[src/inc/gpcs_pkg.sv]
// constants for the per-port pin configuration subregisters and input level registers
// assumes an 8-bit register access path with 12-bit addresses on core_clk
package gpcs_pkg;

	localparam logic [7:0]  ADDR_PAGE      = 8'hFD;
	localparam logic [11:0] IN_ADDR_A      = 12'hFD2;
	localparam logic [11:0] IN_ADDR_B      = 12'hFD6;
	localparam logic [11:0] IN_ADDR_C      = 12'hFDA;
	localparam logic [11:0] IN_ADDR_D      = 12'hFDE;
	localparam logic [1:0]  OFS_INDEX      = 2'h0;
	localparam logic [1:0]  OFS_CTRL       = 2'h1;
	localparam logic [1:0]  OFS_INPUT      = 2'h2;
	localparam int          NUM_IN_PORTS   = 3;

	localparam logic [7:0]  SUB_ALT_ENABLE = 8'h02;
	localparam logic [7:0]  SUB_WAKE       = 8'h05;
	localparam logic [7:0]  SUB_PULLUP     = 8'h06;
	localparam logic [7:0]  SUB_ALT_FIRST  = 8'h07;
	localparam logic [7:0]  SUB_ALT_SECOND = 8'h08;

	localparam logic [7:0]  RST_ZERO       = 8'h00;
	localparam logic [7:0]  RST_PORT_D     = 8'h01;
	localparam logic [7:0]  RST_SMALL_A    = 8'h04;
	localparam logic [7:0]  RST_INDEX      = 8'h00;
	localparam logic [31:0] PRESENT_28PIN  = 32'h01FF_FFFF;

endpackage : gpcs_pkg

[src/hdl/gpcs_pin_sampler.sv]
// two-flop pin synchroniser with a one-cycle toggle pulse per pin
// assumes pin levels are asynchronous to core_clk
module gpcs_pin_sampler #(
	parameter int WIDTH = 32
) (
	input  wire logic             core_clk,
	input  wire logic             rst,
	input  wire logic [WIDTH-1:0] pin_level,
	output logic      [WIDTH-1:0] sampled_ff,
	output logic      [WIDTH-1:0] toggled_ff
);
	import gpcs_pkg::*;

	logic [WIDTH-1:0] meta_ff;
	logic [WIDTH-1:0] prev_ff;

	always_ff @(posedge core_clk or posedge rst) begin
		if (rst) begin
			meta_ff    <= '0;
			sampled_ff <= '0;
		end else begin
			meta_ff    <= pin_level;
			sampled_ff <= meta_ff;
		end
	end

	// compare only settled samples, never the first stage
	always_ff @(posedge core_clk or posedge rst) begin
		if (rst) begin
			prev_ff    <= '0;
			toggled_ff <= '0;
		end else begin
			prev_ff    <= sampled_ff;
			toggled_ff <= sampled_ff ^ prev_ff;
		end
	end

endmodule : gpcs_pin_sampler

[src/hdl/gpcs_gpio_cfg.sv]
// per-port pin configuration subregisters, stop-mode wake detect and input levels
// assumes the cpu register strobes are synchronous to core_clk and one cycle wide
module gpcs_gpio_cfg #(
	parameter int          NUM_PORTS   = 4,
	parameter bit          IS_8PIN     = 1'b0,
	parameter logic [31:0] PIN_PRESENT = gpcs_pkg::PRESENT_28PIN
) (
	input  wire logic                   core_clk,
	input  wire logic                   rst,
	input  wire logic [11:0]            cpu_addr,
	input  wire logic                   cpu_wr,
	input  wire logic                   cpu_rd,
	input  wire logic [7:0]             cpu_wdata,
	output logic      [7:0]             cpu_rdata,
	input  wire logic                   stop_mode,
	input  wire logic [NUM_PORTS*8-1:0] pin_level,
	output logic      [NUM_PORTS*8-1:0] pullup_en,
	output logic      [NUM_PORTS*8-1:0] alt_active,
	output logic      [NUM_PORTS*16-1:0] alt_select,
	output logic                        stop_recovery
);
	import gpcs_pkg::*;

	localparam int NP = NUM_PORTS;

	logic [7:0]        index_ff   [NP];
	logic [7:0]        alt_en_ff  [NP];
	logic [7:0]        wake_ff    [NP];
	logic [7:0]        pullup_ff  [NP];
	logic [7:0]        alt1_ff    [NP];
	logic [7:0]        alt2_ff    [NP];
	logic [7:0]        port_rd    [NP];
	logic [NP*8-1:0]   sampled;
	logic [NP*8-1:0]   toggled;
	logic [NP*8-1:0]   wake_flat;
	logic [NP*8-1:0]   present;
	logic [NP*8-1:0]   pullup_en_ff;
	logic [NP*8-1:0]   alt_active_ff;
	logic [NP*16-1:0]  alt_select_ff;
	logic [7:0]        cpu_rdata_ff;
	logic [7:0]        nxt_rdata;
	logic              stop_recovery_ff;
	logic              page_hit;
	logic [1:0]        acc_port;
	logic [1:0]        acc_ofs;
	logic              wake_hit;

	assign present   = PIN_PRESENT[NP*8-1:0];
	assign page_hit  = (cpu_addr[11:4] == ADDR_PAGE);
	assign acc_port  = cpu_addr[3:2];
	assign acc_ofs   = cpu_addr[1:0];

	gpcs_pin_sampler #(
		.WIDTH (NP*8)
	) u_sampler (
		.core_clk   (core_clk),
		.rst        (rst),
		.pin_level  (pin_level),
		.sampled_ff (sampled),
		.toggled_ff (toggled)
	);

	genvar p;
	generate
		for (p = 0; p < NP; p++) begin : g_port
			localparam logic [7:0] RST_PULLUP = (p == 3) ? RST_PORT_D :
				((p == 0 && IS_8PIN) ? RST_SMALL_A : RST_ZERO);
			localparam logic [7:0] RST_ALT2 = (p == 0 && IS_8PIN) ? RST_SMALL_A : RST_ZERO;
			logic sel;
			logic wr_ctrl;

			assign sel     = page_hit && (acc_port == 2'(p));
			assign wr_ctrl = cpu_wr && sel && (acc_ofs == OFS_CTRL);
			assign wake_flat[p*8 +: 8] = wake_ff[p];

			always_ff @(posedge core_clk or posedge rst) begin
				if (rst) begin
					index_ff[p] <= RST_INDEX;
				end else if (cpu_wr && sel && acc_ofs == OFS_INDEX) begin
					index_ff[p] <= cpu_wdata;
				end
			end

			// enable subregister shares the pull-up reset pattern
			always_ff @(posedge core_clk or posedge rst) begin
				if (rst) begin
					alt_en_ff[p] <= RST_PULLUP;
				end else if (wr_ctrl && index_ff[p] == SUB_ALT_ENABLE) begin
					alt_en_ff[p] <= cpu_wdata;
				end
			end

			always_ff @(posedge core_clk or posedge rst) begin
				if (rst) begin
					wake_ff[p] <= RST_ZERO;
				end else if (wr_ctrl && index_ff[p] == SUB_WAKE) begin
					wake_ff[p] <= cpu_wdata;
				end
			end

			always_ff @(posedge core_clk or posedge rst) begin
				if (rst) begin
					pullup_ff[p] <= RST_PULLUP;
				end else if (wr_ctrl && index_ff[p] == SUB_PULLUP) begin
					pullup_ff[p] <= cpu_wdata;
				end
			end

			always_ff @(posedge core_clk or posedge rst) begin
				if (rst) begin
					alt1_ff[p] <= RST_ZERO;
				end else if (wr_ctrl && index_ff[p] == SUB_ALT_FIRST) begin
					alt1_ff[p] <= cpu_wdata;
				end
			end

			always_ff @(posedge core_clk or posedge rst) begin
				if (rst) begin
					alt2_ff[p] <= RST_ALT2;
				end else if (wr_ctrl && index_ff[p] == SUB_ALT_SECOND) begin
					alt2_ff[p] <= cpu_wdata;
				end
			end

			always_comb begin
				port_rd[p] = 8'h00;
				case (acc_ofs)
					OFS_INDEX: port_rd[p] = index_ff[p];
					OFS_CTRL: begin
						case (index_ff[p])
							SUB_ALT_ENABLE: port_rd[p] = alt_en_ff[p];
							SUB_WAKE:       port_rd[p] = wake_ff[p];
							SUB_PULLUP:     port_rd[p] = pullup_ff[p];
							SUB_ALT_FIRST:  port_rd[p] = alt1_ff[p];
							SUB_ALT_SECOND: port_rd[p] = alt2_ff[p];
							default:        port_rd[p] = 8'h00;
						endcase
					end
					OFS_INPUT: begin
						if (p < NUM_IN_PORTS) begin
							port_rd[p] = sampled[p*8 +: 8] & present[p*8 +: 8];
						end
					end
					default: port_rd[p] = 8'h00;
				endcase
			end

			always_ff @(posedge core_clk or posedge rst) begin
				if (rst) begin
					pullup_en_ff[p*8 +: 8] <= RST_PULLUP;
				end else begin
					pullup_en_ff[p*8 +: 8] <= pullup_ff[p];
				end
			end
		end
	endgenerate

	genvar i;
	generate
		for (i = 0; i < NP*8; i++) begin : g_pin
			always_ff @(posedge core_clk or posedge rst) begin
				if (rst) begin
					alt_active_ff[i]       <= 1'b0;
					alt_select_ff[2*i +: 2] <= 2'b00;
				end else begin
					alt_active_ff[i]       <= alt_en_ff[i/8][i%8];
					alt_select_ff[2*i +: 2] <= alt_en_ff[i/8][i%8] ?
						{alt2_ff[i/8][i%8], alt1_ff[i/8][i%8]} : 2'b00;
				end
			end
		end
	endgenerate

	// unmapped or out-of-range ports read zero
	always_comb begin
		nxt_rdata = 8'h00;
		if (page_hit && int'(acc_port) < NP) begin
			nxt_rdata = port_rd[acc_port];
		end
	end

	always_ff @(posedge core_clk or posedge rst) begin
		if (rst) begin
			cpu_rdata_ff <= 8'h00;
		end else if (cpu_rd) begin
			cpu_rdata_ff <= nxt_rdata;
		end
	end

	assign wake_hit = |(toggled & wake_flat);
	always_ff @(posedge core_clk or posedge rst) begin
		if (rst) begin
			stop_recovery_ff <= 1'b0;
		end else begin
			stop_recovery_ff <= stop_mode && wake_hit;
		end
	end

	assign cpu_rdata     = cpu_rdata_ff;
	assign pullup_en     = pullup_en_ff;
	assign alt_active    = alt_active_ff;
	assign alt_select    = alt_select_ff;
	assign stop_recovery = stop_recovery_ff;

	// checking helpers: has port A or D control register been written since reset, through any index
	logic pullup_a_touched_ff;
	logic pullup_d_touched_ff;
	always_ff @(posedge core_clk or posedge rst) begin
		if (rst) begin
			pullup_a_touched_ff <= 1'b0;
			pullup_d_touched_ff <= 1'b0;
		end else begin
			if (cpu_wr && cpu_addr == {ADDR_PAGE, 2'd0, OFS_CTRL}) begin
				pullup_a_touched_ff <= 1'b1;
			end
			if (cpu_wr && cpu_addr == {ADDR_PAGE, 2'd3, OFS_CTRL}) begin
				pullup_d_touched_ff <= 1'b1;
			end
		end
	end
endmodule : gpcs_gpio_cfg

[config.mk]
export PLATFORM = sky130hd
export DESIGN_NAME = gpcs_gpio_cfg
export DESIGN_NICKNAME = d
export VERILOG_FILES = /design/src/inc/gpcs_pkg.sv /design/src/hdl/gpcs_pin_sampler.sv /design/src/hdl/gpcs_gpio_cfg.sv
export SDC_FILE = /design/constraint.sdc
export NUM_CORES = 1
export LEC_CHECK = 0
export ABC_CLOCK_PERIOD_IN_PS = 14330
export BUFFER_PORTS_ARGS = -buffer_cell sky130_fd_sc_hd__buf_4
export CAP_MARGIN = 20
export CORE_ASPECT_RATIO = 0.7
export CORE_MARGIN = 4
export CORE_UTILIZATION = 40
export CTS_CLUSTER_DIAMETER = 50
export CTS_CLUSTER_SIZE = 20
export DETAILED_ROUTE_END_ITERATION = 6
export SYNTH_ARGS = -nofsm -noshare
export SYNTH_HDL_FRONTEND = slang
export SYNTH_SLANG_ARGS = --single-unit
[constraint.sdc]
create_clock -name core_clk -period 14.33 [get_ports core_clk]
set_input_delay 1.433 -clock core_clk [delete_from_list [all_inputs] [get_ports core_clk]]
set_output_delay 1.433 -clock core_clk [all_outputs]
set_load 0.02 [all_outputs]
==> metrics <==
Worst setup EP type async pin; Worst Path Class, Setup in2async; Longest Clk Path Bufs 3; post-cts sizing count 0; Fin. Hold Viols 0; placed cell area ~19000 sq um; library cell with the highest instance count after synthesis dfrtp_1; initial drt markers 839; total grt overflow 0; vias about 11000; Synth Cell Area 17300 sq um; DRC viols 0; antenna-violating nets left 0; ys flop type dfrtp_1; post-route setup slack 10.46 ns; Num CTS Buffers 36; Slew Limit Fails 0; P_int approximately 1.9 mW; Relative slew margins 36.9%; CP Launch Type input port; Comb power frac ~3.4%; clock tree root driver cell clkbuf_16; Final setup viols 0; initial antenna violation count 2; CTS tree built; asr flop ratio synth 100%; CTS sink count 457; synth-to-layout area growth 18.7%; global-route wire length before repair 67000 um; sw power 557 uW; num rows 63; Final Util 48.3%; DIE HEIGHT 182 um; flip-flop and latch count after synthesis 457; clk_lat worst skew 0.54 ns; final WL 43700 um; Leak Pwr 9.92 nW; Post-CTS Setup Bufs 0; Syn. warnings 0; core box area 42500 sq um; FF/Latch Area around 11000 sq um; Max VDD drop 73.4 uV; syn avg cell area between 10 and 15 sq um; clock power share 42.5%; RSZ-0062 raised after global routing false; Reg clk slew, reported paths approximately 0.08 ns; Reg power frac a little over half; Initial Utilization between 40 and 50%; Post-CTS Hold Fix Bufs 0; Hold Path Class reg2reg; post-synth top area share about two thirds; vias per cell 5.39; critical path data arrival time 4.40 ns; post-layout min period 3.87 ns; Post-Layout Inst Area 20500 sq um; sequential-to-total area share from yosys stat 66.2%; GRT Total Usage 18.5%; Synth top cells by count dfrtp_1, mux2_2, and2_1, mux2i_1, clkbuf_1; Unique masters post-synth 66; Routability Congestion 0.860; critical path peak fanout 105; H-tree level count 2; Wirelength per Cell about 22 um; # port buffers 193; EDFF count, synth 0; Tightest Pin Transition 0.946 ns; nets 1436; fraction of the cycle the final worst path needs 27.0%; Die W 256 um; Fmax ~260 MHz; PwrDens 120 nW/um^2; setup TNS 0 ns; drt first pass iters 5; I/O pin cnt 194; largest net degree at the start of global routing 106; Final Skew 0.0164 ns; Multi-input gate area 5580 sq um; die area about 47000 sq um; synthesized net count 1255; Sw Ratio between 20% and 30%; share of layout cells above drive strength 1 34.1%; largest area contributor in the netlist dfrtp_1; Mapped Cells 1198; HPWL after detailed placement a little over 30000 um; pre-CTS WS between 9 and 10 ns; Max Cap Viol 0; Req. time, crit path 14.86 ns; Filler cells 3692; via count of the first global-routing pass 10823; outcome complete, no violations; top cells by area, synth dfrtp_1, mux2_2, mux2i_1; Diodes inserted 0
==> cell type report <==
| cell class | instances | area share (%) |
|---|---|---|
| Sequential cell | 457 | 55.8 |
| Multi-Input combinational cell | 676 | 27.2 |
| Tap cell | 552 | 3.37 |
| Inverter | 7 | 0.165 |
| Timing Repair Buffer | 201 | 7.46 |
| Clock inverter | 17 | 1.19 |
| Clock buffer | 45 | 4.81 |
==> worst max-delay path, cell delays in order <==
cell    delay [ns]
buf_4         0.13
inv_8         0.44
buf_4         0.84
buf_4         0.32
buf_16        0.28
buf_4         0.78
==> registers in the layout, indices dropped and copies added (netlist names) <==
name	count
alt_select	64
alt1_ff	32
alt2_ff	32
alt_active	32
alt_en_ff	32
index_ff	32
pullup_en	32
pullup_ff	32
u_sampler.meta_ff	32
u_sampler.prev_ff	32
u_sampler.sampled_ff	32
u_sampler.toggled_ff	32
wake_ff	32
cpu_rdata	8
stop_recovery	1
==> metal layers <==
layer  part of all wire (%)  GRT usage [%]
met2                     46           28.9
met3                    6.5           3.90
met4                    2.3           4.47
met1                     45           26.9
met5                  0.037              0
==> per-stage QoR <==
stage | power (mW) | cells | hold slack [ns]
after floorplan | 1.39 | 1198 | 0.331
after global placement | 1.44 | 1891 | 0.334
after detailed placement | 1.44 | 1892 | 0.335
after CTS | 2.48 | 1954 | 0.342
after global routing | 2.54 | 1955 | 0.342
final | 2.45 | 1955 | 0.337
==> cells in the final DEF, fill, tap and decap left out, types with 5 or more instances in the layout <==
cell       synthesis  layout
o221ai_1           6       6
a22o_1            19      19
nand3b_1           5       5
nand2_1           29      29
o21ai_0           30      30
dfrtp_1          454     454
xor2_1            32      32
clkbuf_16          0      37
o21bai_1           6       6
and2_1            66      66
nand2b_1           8       8
o2bb2ai_1          5       5
nand3_1            9       9
mux2_2           202     202
mux2i_1           47      47
inv_8              0       5
clkbuf_1          43       5
inv_1              7       6
buf_4              0     200
a221oi_1          11      11
a22oi_1           13      13
a31oi_1           11      11
o22ai_1            9       9
nor3_1            10      10
nor2_1            39      39
a21oi_1           28      28
a222oi_1           6       6
and3_1             6       6
nor2b_1           17      17
==> path summary, 6_finish.rpt <==
check / cells after the start / slack (ns) / to / from
worst min register to register: 0 / 0.34 / u_sampler.sampled_ff[20] / u_sampler.meta_ff[20]
worst max-delay path: 6 / 10.46 / u_sampler.sampled_ff[28] / rst
worst min-delay path: 0 / 0.34 / u_sampler.sampled_ff[20] / u_sampler.meta_ff[20]
worst max register to register: 5 / 11.68 / pullup_ff[23] / index_ff[17]
max in group core_clk: 7 / 10.80 / pullup_ff[15] / cpu_addr[0]
min in group asynchronous: 2 / 0.99 / alt_active[24] / rst
==> kinds of logic after synthesis <==
family | after synthesis | synth area share (%)
mux | 249 | 15.9
buf+inv | 65 | 1.48
flops | 457 | 66.2
simple gates | 231 | 8.09
compound gates | 164 | 6.69
xor+xnor | 32 | 1.62
==> power by group through the flow <==
| stage | combinational (mW) | sequential, mW | clock, mW |
|---|---|---|---|
| 6_report | 0.0844 | 1.33 | 1.04 |
| 5_1_grt | 0.0943 | 1.33 | 1.12 |
| 2_1_floorplan | 0.0480 | 1.35 | 0 |
| 3_3_place_gp | 0.0841 | 1.35 | 0 |
| 4_1_cts | 0.0855 | 1.33 | 1.07 |
| 3_5_place_dp | 0.0853 | 1.35 | 0 |
Note: power is estimated with default switching activity, not from simulation.
